`src/inc/tlb_pkg.sv`:
```
// shared constants for the trip latch and blocking logic
package tlb_pkg;
  // function counts
  localparam int TLB_NUM_DELAYED  = 20;
  localparam int TLB_NUM_INST     = 10;
  localparam int TLB_NUM_PHASES   = 3;
  localparam int TLB_RATIO_W      = 10;
  // second harmonic ratio in units of 0.1 percent
  localparam logic [9:0] TLB_RATIO_MIN = 10'h064;
  localparam logic [9:0] TLB_RATIO_MAX = 10'h15E;
  localparam logic [9:0] TLB_RATIO_DEF = 10'h0C8;
  // inrush reset delay in 10 ms steps, 0 to 2 s
  localparam int TLB_CLK_HZ       = 200_000_000;
  localparam int TLB_STEP_MS      = 10;
  localparam int TLB_STEP_CYCLES  = TLB_CLK_HZ / 1000 * TLB_STEP_MS;
  localparam logic [7:0] TLB_TRESET_MAX = 8'hC8;
  // wishbone register byte addresses
  localparam logic [7:0] TLB_A_CTRL     = 8'h00;
  localparam logic [7:0] TLB_A_LATCH_EN = 8'h04;
  localparam logic [7:0] TLB_A_BLK1_EN  = 8'h08;
  localparam logic [7:0] TLB_A_BLK2_EN  = 8'h0C;
  localparam logic [7:0] TLB_A_INR_EN   = 8'h10;
  localparam logic [7:0] TLB_A_RATIO    = 8'h14;
  localparam logic [7:0] TLB_A_TRESET   = 8'h18;
  localparam logic [7:0] TLB_A_STATUS   = 8'h1C;
  localparam logic [7:0] TLB_A_IRQ_STAT = 8'h20;
  localparam logic [7:0] TLB_A_IRQ_MASK = 8'h24;
  // control register fields
  localparam int TLB_CTRL_BASIC   = 0;
  localparam int TLB_CTRL_INR_ON  = 1;
  localparam int TLB_CTRL_RESET   = 2;
  // status and interrupt fields
  localparam int TLB_ST_LATCHED   = 0;
  localparam int TLB_ST_ALARM     = 1;
  localparam int TLB_ST_INRUSH    = 2;
  localparam int TLB_ST_TRIP      = 3;
  localparam int TLB_IRQ_W        = 4;
  localparam int TLB_IRQ_LATCH    = 0;
  localparam int TLB_IRQ_INRUSH   = 1;
  localparam int TLB_IRQ_BLOCK    = 2;
  localparam int TLB_IRQ_CLEARED  = 3;
endpackage

```
`src/hdl/tlb_inrush.sv`:
```
// second harmonic inrush detector with reset hold timer
module tlb_inrush
  import tlb_pkg::*;
#(
  parameter int STEP_CYCLES = TLB_STEP_CYCLES
) (
  input  wire logic                   clk_i,
  input  wire logic                   rst_i,
  input  wire logic                   enable_i,
  input  wire logic [TLB_RATIO_W-1:0] threshold_i,
  input  wire logic [7:0]             treset_i,
  input  wire logic [TLB_RATIO_W-1:0] ratio_a_i,
  input  wire logic [TLB_RATIO_W-1:0] ratio_b_i,
  input  wire logic [TLB_RATIO_W-1:0] ratio_c_i,
  output logic                        inrush_o
);
  logic [31:0] step_q;
  logic [7:0]  hold_q;
  logic        held_q;
  logic        over;

  // any phase above threshold, combinational so the block is instantaneous
  assign over = (ratio_a_i > threshold_i) || (ratio_b_i > threshold_i) ||
                (ratio_c_i > threshold_i);

  // hold timer counts 10 ms steps after the ratio falls
  always_ff @(posedge clk_i) begin
    if (rst_i || !enable_i || over) begin
      step_q <= '0;
      hold_q <= '0;
      held_q <= !rst_i && enable_i && over; // no hold carried out of reset
    end else if (held_q) begin
      if (hold_q >= treset_i) begin
        held_q <= 1'b0;
      end else if (step_q == 32'(STEP_CYCLES - 1)) begin
        step_q <= '0;
        hold_q <= hold_q + 8'h01;
      end else begin
        step_q <= step_q + 32'h1;
      end
    end
  end

  assign inrush_o = enable_i && (over || (held_q && hold_q < treset_i));
endmodule

```
`src/hdl/tlb_sync.sv`:
```
// two flop synchroniser for a vector of pin levels
module tlb_sync #(
  parameter int W = 1
) (
  input  wire logic         clk_i,
  input  wire logic         rst_i,
  input  wire logic [W-1:0] d_i,
  output logic      [W-1:0] q_o
);
  logic [W-1:0] meta_q;

  // first stage feeds only the second
  always_ff @(posedge clk_i) begin
    if (rst_i) begin
      meta_q <= '0;
      q_o    <= '0;
    end else begin
      meta_q <= d_i;
      q_o    <= meta_q;
    end
  end
endmodule

```
`src/hdl/tlb_top.sv`:
```
// trip latch, logic blocking and inrush blocking with a wishbone slave
// Overview of operation
// - each delayed function has its own latch enable
// - latched trip holds until explicit reset
// - unlatched trip follows its command only
// - full variant resets from panel, input, remote
// - latch alarm shown only for trip relay
// - basic variant: no alarm, key-pair acknowledge resets
// - basic variant: input or remote also resets
// - each delayed threshold may be logic blocked
// - blocking holds while block input is high
// - full variant has two blocking groups
// - inrush flag instant when any phase exceeds
// - inrush disabled never raises the flag
// - ratio threshold 10 to 35 percent, 0.1 steps
// - each instantaneous threshold opts into inrush block
// - inrush flag held for 0-2 s reset delay
module tlb_top
  import tlb_pkg::*;
#(
  parameter int ND          = TLB_NUM_DELAYED,
  parameter int NI          = TLB_NUM_INST,
  parameter int STEP_CYCLES = TLB_STEP_CYCLES
) (
  input  wire logic                   clk_i,
  input  wire logic                   rst_i,
  // wishbone classic slave
  input  wire logic                   wb_cyc_i,
  input  wire logic                   wb_stb_i,
  input  wire logic                   wb_we_i,
  input  wire logic [7:0]             wb_adr_i,
  input  wire logic [3:0]             wb_sel_i,
  input  wire logic [31:0]            wb_dat_i,
  output logic      [31:0]            wb_dat_o,
  output logic                        wb_ack_o,
  output logic                        wb_err_o,
  // protection function outputs, same clock
  input  wire logic [ND-1:0]          delayed_i,
  input  wire logic [NI-1:0]          inst_i,
  input  wire logic [TLB_RATIO_W-1:0] ratio_a_i,
  input  wire logic [TLB_RATIO_W-1:0] ratio_b_i,
  input  wire logic [TLB_RATIO_W-1:0] ratio_c_i,
  // logic input pins and panel keys, asynchronous
  input  wire logic                   block1_pin_i,
  input  wire logic                   block2_pin_i,
  input  wire logic                   reset_pin_i,
  input  wire logic                   panel_reset_i,
  input  wire logic                   remote_reset_i,
  // results
  output logic [ND-1:0]               delayed_blocked_o,
  output logic [NI-1:0]               inst_blocked_o,
  output logic                        trip_output_relay_o,
  output logic                        latch_alarm_o,
  output logic                        inrush_block_o,
  output logic                        irq_o
);
  // settings registers
  logic [2:0]             ctrl_q;
  logic [ND-1:0]          latch_en_q;
  logic [ND-1:0]          blk1_en_q;
  logic [ND-1:0]          blk2_en_q;
  logic [NI-1:0]          inr_en_q;
  logic [TLB_RATIO_W-1:0] ratio_q;
  logic [7:0]             treset_q;
  logic [TLB_IRQ_W-1:0]   irq_stat_q;
  logic [TLB_IRQ_W-1:0]   irq_mask_q;
  // internal state
  logic                   latch_q;
  logic                   any_blocked_q;
  logic                   inrush_q;
  logic [4:0]             pins_s;
  logic                   rst_pin_q;
  logic                   panel_q;
  logic                   remote_q;
  logic                   inrush;
  logic                   basic;
  logic                   reset_req;
  logic [ND-1:0]          cmd_active;
  logic                   unlatched_trip;
  logic                   latch_set;
  logic                   latch_clr;
  logic [TLB_IRQ_W-1:0]   irq_ev;
  logic                   wr_stb;
  logic                   rd_stb;
  logic                   hit;

  // clip a written threshold into the legal band
  function automatic logic [TLB_RATIO_W-1:0] clip_ratio(input logic [31:0] v);
    logic [TLB_RATIO_W-1:0] r;
    r = v[TLB_RATIO_W-1:0];
    if (v[31:TLB_RATIO_W] != '0 || r > TLB_RATIO_MAX) begin
      r = TLB_RATIO_MAX;
    end else if (r < TLB_RATIO_MIN) begin
      r = TLB_RATIO_MIN;
    end
    return r;
  endfunction

  // decode used by both the read and the write path
  function automatic logic is_mapped(input logic [7:0] a);
    return a == TLB_A_CTRL || a == TLB_A_LATCH_EN || a == TLB_A_BLK1_EN ||
           a == TLB_A_BLK2_EN || a == TLB_A_INR_EN || a == TLB_A_RATIO ||
           a == TLB_A_TRESET || a == TLB_A_STATUS || a == TLB_A_IRQ_STAT ||
           a == TLB_A_IRQ_MASK;
  endfunction

  // all pin levels are resynchronised before use
  tlb_sync #(
    .W (5)
  ) u_sync (
    .clk_i (clk_i),
    .rst_i (rst_i),
    .d_i   ({remote_reset_i, panel_reset_i, reset_pin_i, block2_pin_i, block1_pin_i}),
    .q_o   (pins_s)
  );

  tlb_inrush #(
    .STEP_CYCLES (STEP_CYCLES)
  ) u_inrush (
    .clk_i       (clk_i),
    .rst_i       (rst_i),
    .enable_i    (ctrl_q[TLB_CTRL_INR_ON]),
    .threshold_i (ratio_q),
    .treset_i    (treset_q),
    .ratio_a_i   (ratio_a_i),
    .ratio_b_i   (ratio_b_i),
    .ratio_c_i   (ratio_c_i),
    .inrush_o    (inrush)
  );

  assign basic = ctrl_q[TLB_CTRL_BASIC];

  // bus strobes; single cycle ack, dropped after one cycle
  assign wr_stb = wb_cyc_i && wb_stb_i && !wb_ack_o && !wb_err_o && wb_we_i;
  assign rd_stb = wb_cyc_i && wb_stb_i && !wb_ack_o && !wb_err_o && !wb_we_i;
  assign hit    = is_mapped(wb_adr_i);

  // level sensitive blocking, second group only on the full variant
  always_comb begin
    for (int i = 0; i < ND; i++) begin
      cmd_active[i] = delayed_i[i] &&
                      !(blk1_en_q[i] && pins_s[0]) &&
                      !(!basic && blk2_en_q[i] && pins_s[1]);
    end
  end

  // inrush suppresses only the opted-in instantaneous stages
  always_comb begin
    for (int i = 0; i < NI; i++) begin
      inst_blocked_o[i] = inst_i[i] && !(inr_en_q[i] && inrush);
    end
  end

  assign delayed_blocked_o = cmd_active;

  // reset sources; panel key means alarm reset or key-pair acknowledge
  assign reset_req = rst_pin_q || remote_q || panel_q ||
                     (wr_stb && hit && wb_adr_i == TLB_A_CTRL && wb_sel_i[0] &&
                      wb_dat_i[TLB_CTRL_RESET]);

  assign unlatched_trip = |(cmd_active & ~latch_en_q);
  assign latch_set      = |(cmd_active & latch_en_q);
  assign latch_clr      = reset_req && !latch_set;

  // reset levels registered once more from synchronised pins
  always_ff @(posedge clk_i) begin
    if (rst_i) begin
      rst_pin_q <= 1'b0;
      panel_q   <= 1'b0;
      remote_q  <= 1'b0;
    end else begin
      rst_pin_q <= pins_s[2];
      panel_q   <= pins_s[3];
      remote_q  <= pins_s[4];
    end
  end

  // single latch state; an active function wins over a reset
  always_ff @(posedge clk_i) begin
    if (rst_i) begin
      latch_q <= 1'b0;
    end else if (latch_set) begin
      latch_q <= 1'b1;
    end else if (latch_clr) begin
      latch_q <= 1'b0;
    end
  end

  // output relay and alarm; basic variant shows no alarm
  always_ff @(posedge clk_i) begin
    if (rst_i) begin
      trip_output_relay_o <= 1'b0;
      latch_alarm_o       <= 1'b0;
      inrush_block_o      <= 1'b0;
    end else begin
      trip_output_relay_o <= unlatched_trip || latch_set || (latch_q && !latch_clr);
      latch_alarm_o       <= !basic && (latch_set || (latch_q && !latch_clr));
      inrush_block_o      <= inrush;
    end
  end

  // edge history for interrupt events
  always_ff @(posedge clk_i) begin
    if (rst_i) begin
      any_blocked_q <= 1'b0;
      inrush_q      <= 1'b0;
    end else begin
      any_blocked_q <= |(delayed_i & ~cmd_active);
      inrush_q      <= inrush;
    end
  end

  always_comb begin
    irq_ev                  = '0;
    irq_ev[TLB_IRQ_LATCH]   = latch_set && !latch_q;
    irq_ev[TLB_IRQ_INRUSH]  = inrush && !inrush_q;
    irq_ev[TLB_IRQ_BLOCK]   = |(delayed_i & ~cmd_active) && !any_blocked_q;
    irq_ev[TLB_IRQ_CLEARED] = latch_q && latch_clr;
  end

  // sticky status, write one clears, a new event wins over the clear
  always_ff @(posedge clk_i) begin
    if (rst_i) begin
      irq_stat_q <= '0;
    end else if (wr_stb && wb_adr_i == TLB_A_IRQ_STAT && wb_sel_i[0]) begin
      irq_stat_q <= (irq_stat_q & ~wb_dat_i[TLB_IRQ_W-1:0]) | irq_ev;
    end else begin
      irq_stat_q <= irq_stat_q | irq_ev;
    end
  end

  assign irq_o = |(irq_stat_q & irq_mask_q);

  // settings writes; taken only when all four byte lanes are selected
  always_ff @(posedge clk_i) begin
    if (rst_i) begin
      ctrl_q     <= 3'h0;
      latch_en_q <= '0;
      blk1_en_q  <= '0;
      blk2_en_q  <= '0;
      inr_en_q   <= '0;
      ratio_q    <= TLB_RATIO_DEF;
      treset_q   <= 8'h00;
      irq_mask_q <= '0;
    end else if (wr_stb && wb_sel_i == 4'hF) begin
      unique case (wb_adr_i)
        TLB_A_CTRL: begin
          ctrl_q <= {1'b0, wb_dat_i[TLB_CTRL_INR_ON], wb_dat_i[TLB_CTRL_BASIC]};
        end
        TLB_A_LATCH_EN: begin
          latch_en_q <= wb_dat_i[ND-1:0];
        end
        TLB_A_BLK1_EN: begin
          blk1_en_q <= wb_dat_i[ND-1:0];
        end
        TLB_A_BLK2_EN: begin
          blk2_en_q <= wb_dat_i[ND-1:0];
        end
        TLB_A_INR_EN: begin
          inr_en_q <= wb_dat_i[NI-1:0];
        end
        TLB_A_RATIO: begin
          ratio_q <= clip_ratio(wb_dat_i);
        end
        TLB_A_TRESET: begin
          treset_q <= (wb_dat_i[7:0] > TLB_TRESET_MAX) ? TLB_TRESET_MAX : wb_dat_i[7:0];
        end
        TLB_A_IRQ_MASK: begin
          irq_mask_q <= wb_dat_i[TLB_IRQ_W-1:0];
        end
        default: begin
        end
      endcase
    end
  end

  // read data registered with the ack
  always_ff @(posedge clk_i) begin
    if (rst_i) begin
      wb_dat_o <= 32'h0000_0000;
    end else if (rd_stb) begin
      wb_dat_o <= 32'h0000_0000;
      unique case (wb_adr_i)
        TLB_A_CTRL:     wb_dat_o[1:0] <= ctrl_q[1:0];
        TLB_A_LATCH_EN: wb_dat_o[ND-1:0] <= latch_en_q;
        TLB_A_BLK1_EN:  wb_dat_o[ND-1:0] <= blk1_en_q;
        TLB_A_BLK2_EN:  wb_dat_o[ND-1:0] <= blk2_en_q;
        TLB_A_INR_EN:   wb_dat_o[NI-1:0] <= inr_en_q;
        TLB_A_RATIO:    wb_dat_o[TLB_RATIO_W-1:0] <= ratio_q;
        TLB_A_TRESET:   wb_dat_o[7:0] <= treset_q;
        TLB_A_STATUS: begin
          wb_dat_o[TLB_ST_LATCHED] <= latch_q;
          wb_dat_o[TLB_ST_ALARM]   <= latch_alarm_o;
          wb_dat_o[TLB_ST_INRUSH]  <= inrush_block_o;
          wb_dat_o[TLB_ST_TRIP]    <= trip_output_relay_o;
        end
        TLB_A_IRQ_STAT: wb_dat_o[TLB_IRQ_W-1:0] <= irq_stat_q;
        TLB_A_IRQ_MASK: wb_dat_o[TLB_IRQ_W-1:0] <= irq_mask_q;
        default: begin
        end
      endcase
    end
  end

  // ack for mapped, err for unmapped, one cycle each
  always_ff @(posedge clk_i) begin
    if (rst_i) begin
      wb_ack_o <= 1'b0;
      wb_err_o <= 1'b0;
    end else begin
      wb_ack_o <= (wr_stb || rd_stb) && hit;
      wb_err_o <= (wr_stb || rd_stb) && !hit;
    end
  end
endmodule

```
`config.mk`:
```
export PLATFORM = sky130hd
export DESIGN_NAME = tlb_top
export DESIGN_NICKNAME = d
export VERILOG_FILES = /design/src/inc/tlb_pkg.sv /design/src/hdl/tlb_inrush.sv /design/src/hdl/tlb_sync.sv /design/src/hdl/tlb_top.sv
export SDC_FILE = /design/constraint.sdc
export NUM_CORES = 1
export LEC_CHECK = 0
export BUFFER_PORTS_ARGS = -buffer_cell sky130_fd_sc_hd__buf_2
export CORE_MARGIN = 2
export CORE_UTILIZATION = 63
export CTS_BUF_LIST = sky130_fd_sc_hd__clkbuf_2 sky130_fd_sc_hd__clkbuf_4 sky130_fd_sc_hd__clkbuf_8
export DETAILED_ROUTE_END_ITERATION = 16
export HOLD_SLACK_MARGIN = 0.12
export MAX_ROUTING_LAYER = met4
export PLACE_DENSITY = 0.89
export REMOVE_ABC_BUFFERS = 1
export SYNTH_ARGS = -nofsm -noshare
export SYNTH_HDL_FRONTEND = slang
export SYNTH_HIERARCHICAL = 1
export SYNTH_SLANG_ARGS = --single-unit
```
`constraint.sdc`:
```
create_clock -name clk_i -period 6.4 [get_ports clk_i]
set_clock_uncertainty 0.05 [all_clocks]
set_input_delay 0.64 -clock clk_i [delete_from_list [all_inputs] [get_ports clk_i]]
set_output_delay 0.64 -clock clk_i [all_outputs]
set_load 0.01 [all_outputs]
```
== Yosys cells after proc, flatten, opt, wreduce, memory -nomap -nowiden ==
Cells that the tools add are included.

* Register bits after elaboration: 179
* Bits of input ports: 114

* $add $sub $neg: 2
* Magnitude comparators: 8
* Equal/unequal tests: 11
* Multiplexer cells: 15
* Bitwise operators: 11
* Reduce and logical (&&, ||, !) cells: 246

{| class="wikitable"
|+ Operators by type and width
! cell !! count
|-
| $logic_and A1 B1 Y1 || 145
|-
| $logic_not A1 Y1 || 62
|-
| $and A20 B20 Y20 || 3
|-
| $reduce_or A20 Y1 || 3
|-
| $not A20 Y20 || 2
|-
| $add A32 B1 Y32 const B || 1
|-
| $eq A32 B21 Y1 const B || 1
|-
| $eq A8 B5 Y1 const B || 4
|-
| $mux W32 || 1
|-
| $gt A10 B10 Y1 || 3
|-
| $pmux W10 S3 || 1
|-
| $pmux W4 S6 || 1
|-
| $logic_or A1 B1 Y1 || 22
|-
| $reduce_bool A22 Y1 || 1
|-
| $mux W10 || 2
|-
| $pmux W2 S10 || 1
|-
| $pmux W2 S9 || 1
|-
| $reduce_and A2 Y1 || 9
|-
| $eq A8 B4 Y1 const B || 2
|-
| $eq A8 B6 Y1 const B || 2
|-
| $gt A10 B9 Y1 const B || 1
|-
| $lt A10 B7 Y1 const B || 1
|-
| $pmux W2 S5 || 1
|-
| $add A8 B1 Y8 const B || 1
|-
| 16 further kinds || 22
|}

== Logic depth before layout (Yosys ltp) ==
Gate-level depths: netlist of the first run.

* Depth in word-level cells: 20
* Depth in mapped cells: 11
* Gate-level depth less buffers: 11

== Hierarchy ==
Netlist of the first run, hierarchy kept.

{| class="wikitable"
|+ By module, submodules not included
! module !! times used !! cells an instance !! area an instance (um^2) !! seq. area each (um^2)
|-
| tlb_top || 1 || 859 || 6652.6 || 2562.5
|-
| tlb_inrush || 1 || 364 || 3086.7 || 820.8
|-
| tlb_sync || 1 || 20 || 262.8 || 200.2
|}

== Worst setup path after synthesis of the first run ==
No wires, ideal clock.

* Path kind: input port to output port
* Start: input port ratio_a_i[3]
* End: output port inst_blocked_o[0]
* Data arrival time: 2.446 ns
* Setup slack: 3.264 ns
* Stages on the path: 9
* Path buffers: 1
* Cell sequence: ha_1 a21o_1 a21o_1 a2111oi_2 o22ai_1 nor2_1 a21boi_0 clkbuf_1 a21boi_0

* Cells in the longest elaborated chain, start to end: 8

{| class="wikitable"
|+ Ends and longest elaborated chain
! item !! RTL line !! text
|-
| start: declaration || tlb_top.sv:40 || <nowiki>input wire logic [TLB_RATIO_W-1:0] ratio_a_i,</nowiki>
|-
| $gt A10 B10 Y1 || tlb_inrush.sv:23 || <nowiki>assign over = (ratio_a_i > threshold_i) || (ratio_b_i > threshold_i) ||</nowiki>
|-
| $logic_or A1 B1 Y1 (2 in a row) || tlb_inrush.sv:23 ||
|-
| $logic_or A1 B1 Y1 || tlb_inrush.sv:44 || <nowiki>assign inrush_o = enable_i && (over || (held_q && hold_q < treset_i));</nowiki>
|-
| $logic_and A1 B1 Y1 || tlb_inrush.sv:44 ||
|-
| via inrush || tlb_top.sv:75 || <nowiki>logic inrush;</nowiki>
|-
| $logic_and A1 B1 Y1 || tlb_top.sv:150 || <nowiki>inst_blocked_o[i] = inst_i[i] && !(inr_en_q[i] && inrush);</nowiki>
|-
| $logic_not A1 Y1 || tlb_top.sv:150 ||
|-
| $logic_and A1 B1 Y1 || tlb_top.sv:150 ||
|-
| end: declaration || tlb_top.sv:51 || <nowiki>output logic [NI-1:0] inst_blocked_o,</nowiki>
|}

The timed path passes the listed nets, and every way through them passes these cells.

== Worst setup path in the final report of the first run ==
* Start: register ratio_q[5]
* End: output port inst_blocked_o[0]

* Cells in the longest elaborated chain, start to end: 8
* Elaborated cells between the ends (all ways): 10
* Those cells by class: 3 x order compare; 7 x reduce/logical

{| class="wikitable"
|+ Ends and longest elaborated chain
! item !! RTL line !! text
|-
| start: declaration || tlb_top.sv:63 || <nowiki>logic [TLB_RATIO_W-1:0] ratio_q;</nowiki>
|-
| start signal: assignment || tlb_top.sv:263 || <nowiki>ratio_q <= clip_ratio(wb_dat_i);</nowiki>
|-
| $gt A10 B10 Y1 || tlb_inrush.sv:23 ||
|-
| $logic_or A1 B1 Y1 || tlb_inrush.sv:23 ||
|-
| $logic_or A1 B1 Y1 * || tlb_inrush.sv:23 ||
|-
| $logic_or A1 B1 Y1 * || tlb_inrush.sv:44 ||
|-
| $logic_and A1 B1 Y1 * || tlb_inrush.sv:44 ||
|-
| via inrush || tlb_top.sv:75 ||
|-
| $logic_and A1 B1 Y1 * || tlb_top.sv:150 ||
|-
| $logic_not A1 Y1 * || tlb_top.sv:150 ||
|-
| $logic_and A1 B1 Y1 * || tlb_top.sv:150 ||
|}

The timed path passes the listed nets; every way through them passes the cells marked *.

==> results.sh, run 1 <==
export IMPL_finalSetupViolations=0
export IMPL_critical_path_top_delay_family="compound AO/OA/AOI/OAI gates"
export IMPL_rrSetupSlack_ns=2.84
export IMPL_required_ns=5.71
export IMPL_outcome="finished clean"
export IMPL_cts_resized=0
export IMPL_max_stage_delay_ns=0.64
export IMPL_final_common_cell="dfxtp_1"
export IMPL_synth_cells=1243
export IMPL_power_frac_comb_pct=8.3
export IMPL_finish_utilization_pct=71.01
export IMPL_path_cells="inv_1, ha_1, nand4_1, a211oi_1, a2111oi_2, o22ai_1, nor2_1, a21boi_0, buf_4, a21boi_0, buf_2"
export IMPL_syn_avg_cell_area_um2=8.047
export IMPL_synthFlopType="dfxtp_1"
export IMPL_final_cell_mix="dfxtp_1 (179), buf_2 (168), nand2_1 (153)"
export IMPL_cts_root_buf="clkbuf_8"
export IMPL_fmax_mhz=248.5
export IMPL_numClockSinks=179
export IMPL_crit_type="register to output port"
export IMPL_r2r_cells=6
export IMPL_initial_core_util_pct=63.66
export IMPL_period_needed_ns=4.024
export IMPL_antenna_found_initial=0
export IMPL_reg2reg_to="trip_output_relay_o"
export IMPL_antenna_cells=0
export IMPL_portBuffers=169
export IMPL_drive_gt1_share_pct=17.24
export IMPL_cp_num_buf_inv=3
export IMPL_insertion_delay_ns=0.48
export IMPL_r2r_start="u_sync/q_o[1]"
export IMPL_tightest_slew_ns=1.101
export IMPL_core_area_um2=15710
export IMPL_cts_buffer_depth=2
export IMPL_grt_usage_pct=37.00
export IMPL_routabilityCongestion=0.9671
export IMPL_wl_mm=30.27
export IMPL_via_count=10207
export IMPL_worstPathArrival_ns=3.33
export IMPL_p_int_uw=1556
export IMPL_clkSlewWorstSetupHoldPaths_ns=0.10
export IMPL_dr_pass1_iters=9
export IMPL_cap_violations=0
export IMPL_p_switching_uw=574.2
export IMPL_hold_viol=0
export IMPL_cpMostUsedCell="a21boi_0"
export IMPL_cp_slowest_cell="a21boi_0"
export IMPL_synthArstFlopShare_pct=0
export IMPL_power_share_switching_pct=26.95
export IMPL_chipHeight_um=130
export IMPL_drv_slew=0
export IMPL_endpoint_kind="output port"
export IMPL_std_cell_rows=46
export IMPL_vias_per_cell=6.415
export IMPL_whs_endpoint="u_sync/meta_q[2]"
export IMPL_whs_path_depth=2
export IMPL_overflow=0
export IMPL_hpwl_mm=21.78
export IMPL_fp_dieW_um=130
export IMPL_area_growth_pct=11.56
export IMPL_finalPower_uw=2131
export IMPL_die_area_um2=16900
export IMPL_io_pins=182
export IMPL_grt_pass1_wl_mm=47.97
export IMPL_cts_buffers=17
export IMPL_grt_max_degree=109
export IMPL_worst_setup_path_start_kind="register"
export IMPL_maxSlewHeadroom_pct=26.58
export IMPL_seqPwrFrac_pct=52.9
export IMPL_synth_edf_count=0
export IMPL_crit_path_max_fanout=7
export IMPL_period_share_pct=62.88
export IMPL_avgRoutedWirePerCell_um=19.03
export IMPL_ant_nets=0
export IMPL_ir_drop_uv=164.1
export IMPL_ys_seq_elements=179
export IMPL_netlist_area_um2=10000
export IMPL_rsz0062_at_grt="false"
export IMPL_drc=0
export IMPL_leakagePower_uw=0.004216
export IMPL_cts_hold_buf=0
export IMPL_setup_tns_ns=0
export IMPL_cts_setup_buffers=0
export IMPL_ys_seq_area_share_pct=35.83
export IMPL_htreeDepth=4
export IMPL_final_nets=1516
export IMPL_clkPwrFrac_pct=38.8
export IMPL_min_from="reset_pin_i"
export IMPL_worstHoldPathType="input pin to register"
export IMPL_yosys_warnings=6
export IMPL_p_per_area_nw_per_um2=190.9
export IMPL_synth_distinct_cells=82
export IMPL_drtIter0Drc=1213
export IMPL_cts_tree="built"
export IMPL_grt_pass1_vias=9457
==> power groups by stage <==
| stage | clock (uW) | combinational (uW) | sequential (uW) |
|---|---|---|---|
| after floorplan | 0 | 70.3 | 1150 |
| after global placement | 0 | 170 | 1150 |
| after detailed placement | 0 | 173 | 1150 |
| after CTS | 830 | 173 | 1130 |
| after global routing | 878 | 191 | 1130 |
| final | 827 | 178 | 1130 |
==> worst register-to-register path: cells and delay by family, from the launching register on <==
kind / cells / cell delay, ns
flops: 1 / 0.68
simple gates: 2 / 1.26
compound gates: 4 / 1.40
==> kinds of logic after synthesis <==
logic type      synth area share (%)
compound gates                 19.80
xor+xnor                       2.102
fa+ha+maj                      5.004
buf+inv                        7.155
flops                          35.83
mux                            2.214
other cells                  0.03749
simple gates                   27.86
==> metal layers <==
metal  GRT usage, %  share of wire, %  wire (um)  vias up
met4          16.82               4.1       1247        0
met2          59.69                47      14330      617
met1          44.70                39      11690     4737
met5              -                 0          0        -
li1               -                 -          -     4732
met3          7.585               9.9       3004      121
==> state kept, by name, summed over array words and instances (netlist names), 5 cells and up <==
name / flops
u_sync/meta_q: 5
ratio_q: 10
wb_dat_o: 20
latch_en_q: 20
blk2_en_q: 20
u_sync/q_o: 5
u_inrush/hold_q: 8
u_inrush/step_q: 32
treset_q: 8
blk1_en_q: 20
inr_en_q: 10
==> cells in the mapped netlist (10+ instances only) <==
master	n	area share, %
and3_1	14	0.88
nand4_1	32	2.0
buf_4	18	1.4
o21ai_0	15	0.75
a222oi_1	14	1.4
ha_1	40	5.0
nand2_1	153	5.7
a211oi_1	11	0.83
nand3b_1	14	1.1
nor2b_1	17	1.1
clkbuf_1	43	1.6
nor4_1	15	0.94
nor3_1	21	1.1
inv_1	62	2.3
and4_1	10	0.88
o22ai_1	12	0.75
dfxtp_1	179	36
mux2i_1	21	2.1
buf_2	16	0.80
a22oi_1	18	1.4
nand3_1	105	5.3
a21oi_1	125	6.3
nand2b_1	17	1.1
a21boi_0	17	1.3
xor2_1	17	1.5
nor2_1	88	3.3
==> how the worst max path moves through the flow <==
stage / start / to / slack (ns) / cells past startpoint
floorplan: wb_cyc_i / ratio_q[6] / 2.76 / 6
global placement: ratio_a_i[9] / inst_blocked_o[1] / 2.71 / 11
detailed placement: ratio_a_i[9] / inst_blocked_o[0] / 2.62 / 11
CTS: ratio_q[5] / inst_blocked_o[0] / 2.33 / 11
global route: ratio_q[9] / inst_blocked_o[2] / 2.07 / 11
finish: ratio_q[5] / inst_blocked_o[0] / 2.38 / 11
==> final cells by class <==
type / count / area, um^2
repair buffers: 177 / 908.4
clock inverters: 14 / 171.4
fillers: 1289 / 4554
well taps: 216 / 270.3
inverters: 62 / 232.7
flip-flops and latches: 179 / 3583
clock buffers: 18 / 247.7
multi-input cells: 925 / 5744
==> metrics by stage <==
stage / instances / setup slack [ns] / instance area (um^2) / hold slack [ns]
global route: 1591 / 2.069 / 11160 / 0.2927
detailed placement: 1559 / 2.620 / 10740 / 0.3720
CTS: 1591 / 2.332 / 11160 / 0.2891
finish: 1591 / 2.376 / 11160 / 0.3076
global placement: 1559 / 2.715 / 10740 / 0.3655
floorplan: 1166 / 2.763 / 9560 / 0.3638
Note: power is estimated with default switching activity, not from simulation.
==> inputs of run 2 (changes only) <==
- ABC_AREA: not set -> 1
- CORE_UTILIZATION: 63 -> 53
- PLACE_DENSITY: 0.89 -> 0.79
- clock period: 6.4 -> 3.35 ns (I/O delays scaled with it)
==> results.sh, run 2 <==
export IMPL_finish_utilization_pct=61.92
export IMPL_worst_slack_ns=0.2177
export IMPL_worstPathArrival_ns=2.75
export IMPL_netlist_area_um2=10380
export IMPL_htreeDepth=4
export IMPL_final_cell_mix="nand2_1 (366), nor2_1 (216), inv_1 (192)"
export IMPL_insertion_delay_ns=0.48
export IMPL_fill_cells=1822
export IMPL_dr_pass1_iters=5
export IMPL_drc=0
export IMPL_r2r_start="treset_q[7]"
export IMPL_hold_viol=0
export IMPL_maxSlewHeadroom_pct=45.53
export IMPL_initial_core_util_pct=53.67
export IMPL_yosys_warnings=6
export IMPL_path_cells="inv_1, ha_1, nand2_1, nor2_2, a21boi_0, nor2_1, nor2_1, nor2_2, a21oi_1, buf_4, a21boi_0, buf_2"
export IMPL_cts_buffers=17
export IMPL_tightest_slew_ns=0.8159
export IMPL_yosysMostFrequentCell="nand2_1"
export IMPL_critical_path_top_delay_family="compound AO/OA/AOI/OAI gates"
export IMPL_synthTopCellsByArea="dfxtp_1 (35%), nand2_1 (13%), nor2_1 (7.9%), a21oi_1 (7.2%), inv_1 (7.0%)"
export IMPL_required_ns=2.96
export IMPL_cts_buffer_depth=2
export IMPL_area_growth_pct=15.37
export IMPL_yosysTopAreaCell="dfxtp_1"
export IMPL_synthFlopType="dfxtp_1"
export IMPL_die_area_um2=20720
export IMPL_synth_edf_count=0
export IMPL_regMostFlops="u_inrush/step_q"
export IMPL_seqPwrFrac_pct=53.2
export IMPL_drv_slew=0
export IMPL_p_per_area_nw_per_um2=337.6
export IMPL_synthArstFlopShare_pct=0
export IMPL_power_frac_comb_pct=8.9
export IMPL_ir_drop_uv=259.0
export IMPL_period_share_pct=93.50
export IMPL_antenna_found_initial=1
export IMPL_endpoint_kind="output port"
export IMPL_worst_setup_path_start_kind="register"
export IMPL_syn_avg_cell_area_um2=6.539
export IMPL_cp_num_buf_inv=3
export IMPL_final_common_cell="nand2_1"
export IMPL_ant_nets=0
export IMPL_min_from="wb_dat_i[15]"
export IMPL_grt_pass1_wl_mm=51.21
export IMPL_cp_slowest_cell="dfxtp_1"
export IMPL_worstHoldPathType="input pin to register"
export IMPL_chipHeight_um=143.9
export IMPL_cts_setup_buffers=0
export IMPL_place_area_um2=11400
export IMPL_routabilityCongestion=0.9758
export IMPL_rrSetupSlack_ns=0.99
export IMPL_outcome="finished clean"
export IMPL_synth_distinct_cells=48
export IMPL_crit_path_max_fanout=9
export IMPL_wl_mm=32.39
export IMPL_fin_area_um2=11970
export IMPL_cts_tree="built"
export IMPL_drive_gt1_share_pct=14.72
export IMPL_synth_cells=1587
export IMPL_synth_top_area_share_pct=34.53
export IMPL_grt_usage_pct=32.54
export IMPL_place_ws_ns=0.6779
export IMPL_whs_endpoint="latch_en_q[15]"
export IMPL_clkSlewWorstSetupHoldPaths_ns=0.11
export IMPL_grt_max_degree=72
export IMPL_r2r_cells=11
export IMPL_vias_per_cell=5.436
export IMPL_numClockSinks=179
export IMPL_leakagePower_uw=0.005167
export IMPL_drtIter0Drc=1238
export IMPL_setup_tns_ns=0
export IMPL_max_stage_delay_ns=0.37
export IMPL_multi_input_area_um2=5715
export IMPL_rsz0062_at_grt="false"
export IMPL_overflow=0
export IMPL_fmax_mhz=319.3
export IMPL_period_needed_ns=3.132
export IMPL_p_switching_uw=1138
export IMPL_std_cell_rows=51
export IMPL_io_pins=182
export IMPL_ys_seq_area_share_pct=34.53
export IMPL_seq_area_um2=3583
export IMPL_reg2reg_to="u_inrush/step_q[24]"
export IMPL_fp_dieW_um=143.9
export IMPL_finalSetupViolations=0
export IMPL_largest_reg_flops=32
export IMPL_ys_seq_elements=179
export IMPL_cts_root_buf="clkbuf_8"
export IMPL_final_nets=1914
export IMPL_via_count=11090
export IMPL_whs_path_depth=3
export IMPL_power_share_switching_pct=28.15
export IMPL_grt_pass1_vias=10088
export IMPL_core_area_um2=19330
export IMPL_yosys_top_cells_count="nand2_1 (366), nor2_1 (219), inv_1 (193)"
export IMPL_clkPwrFrac_pct=37.9
export IMPL_avgRoutedWirePerCell_um=15.88
export IMPL_cap_violations=0
export IMPL_p_int_uw=2904
export IMPL_portBuffers=169
export IMPL_hpwl_mm=24.54
export IMPL_crit_type="register to output port"
[run 2: cell types whose count changed in the layout (fill, tap and decap cells not counted), moves of 16 or more]
cell,before,now
nand2_1,153,366
inv_1,62,192
nor2_1,88,216
o21ai_0,15,106
a21oi_1,125,149
mux2i_1,21,0
nand2b_1,17,0
nor2b_1,17,0
dlygate4sd3_1,0,16
[run 2: what timing repair did]
item	CTS	global route
endpoints found under the hold margin	31	0
setup endpoints to repair	0	9
resized for setup	0	2
hold buffers	16	0
[run 2: final cells by class]
cell class	count	share of cell area, %
timing repair buffer	205	9.865
sequential	179	29.93
clock inverter	15	1.379
multi-input combinational	1156	47.74
tap	265	2.769
clock buffer	17	1.954
inverter	201	6.323
antenna	2	0.04180
[run 2: worst max-delay path by stage]
stage / slack, ns / depth (start not counted) / start / to
after global routing: 0.02 / 12 / ratio_q[8] / inst_blocked_o[2]
after detailed placement: 0.68 / 12 / ratio_b_i[9] / inst_blocked_o[2]
after global placement: 0.76 / 12 / ratio_b_i[9] / inst_blocked_o[1]
final: 0.22 / 12 / ratio_q[8] / inst_blocked_o[2]
after floorplan: 1.07 / 10 / ratio_q[8] / inst_blocked_o[0]
after CTS: 0.14 / 12 / ratio_q[8] / inst_blocked_o[2]
[run 2: cells by family after synthesis]
logic type	synth area share, %
compound gates	17.41
xor+xnor	1.604
fa+ha+maj	4.823
buf+inv	10.86
flops	34.53
other cells	0.03614
simple gates	30.73
[run 2: metal layers]
metal / part of all wire, % / routed length (um) / track usage [%]
met5: 0 / 0 / -
met4: 2.5 / 822 / 11.25
met3: 10 / 3246 / 5.865
met2: 44 / 14180 / 49.50
met1: 44 / 14130 / 43.64
[run 2: power by group through the flow]
| stage | Sequential [uW] | Clock, uW | Combinational (uW) |
|---|---|---|---|
| finish | 2150 | 1530 | 360 |
| global route | 2150 | 1630 | 397 |
| CTS | 2150 | 1550 | 353 |
| detailed placement | 2200 | 0 | 338 |
| global placement | 2200 | 0 | 333 |
| floorplan | 2200 | 0 | 157 |
[run 2: per-stage QoR]
| stage | cells | total power (uW) | hold WS (ns) |
|---|---|---|---|
| floorplan | 1536 | 2355 | 0.3383 |
| global placement | 1990 | 2530 | 0.3398 |
| detailed placement | 1990 | 2535 | 0.3433 |
| CTS | 2038 | 4049 | 0.1200 |
| global route | 2039 | 4177 | 0.1401 |
| finish | 2040 | 4042 | 0.1488 |
[run 2: worst min-delay path: stages]
cell and delay, ns:
buf_2 0.13, o21ai_0 0.09, a21oi_1 0.10
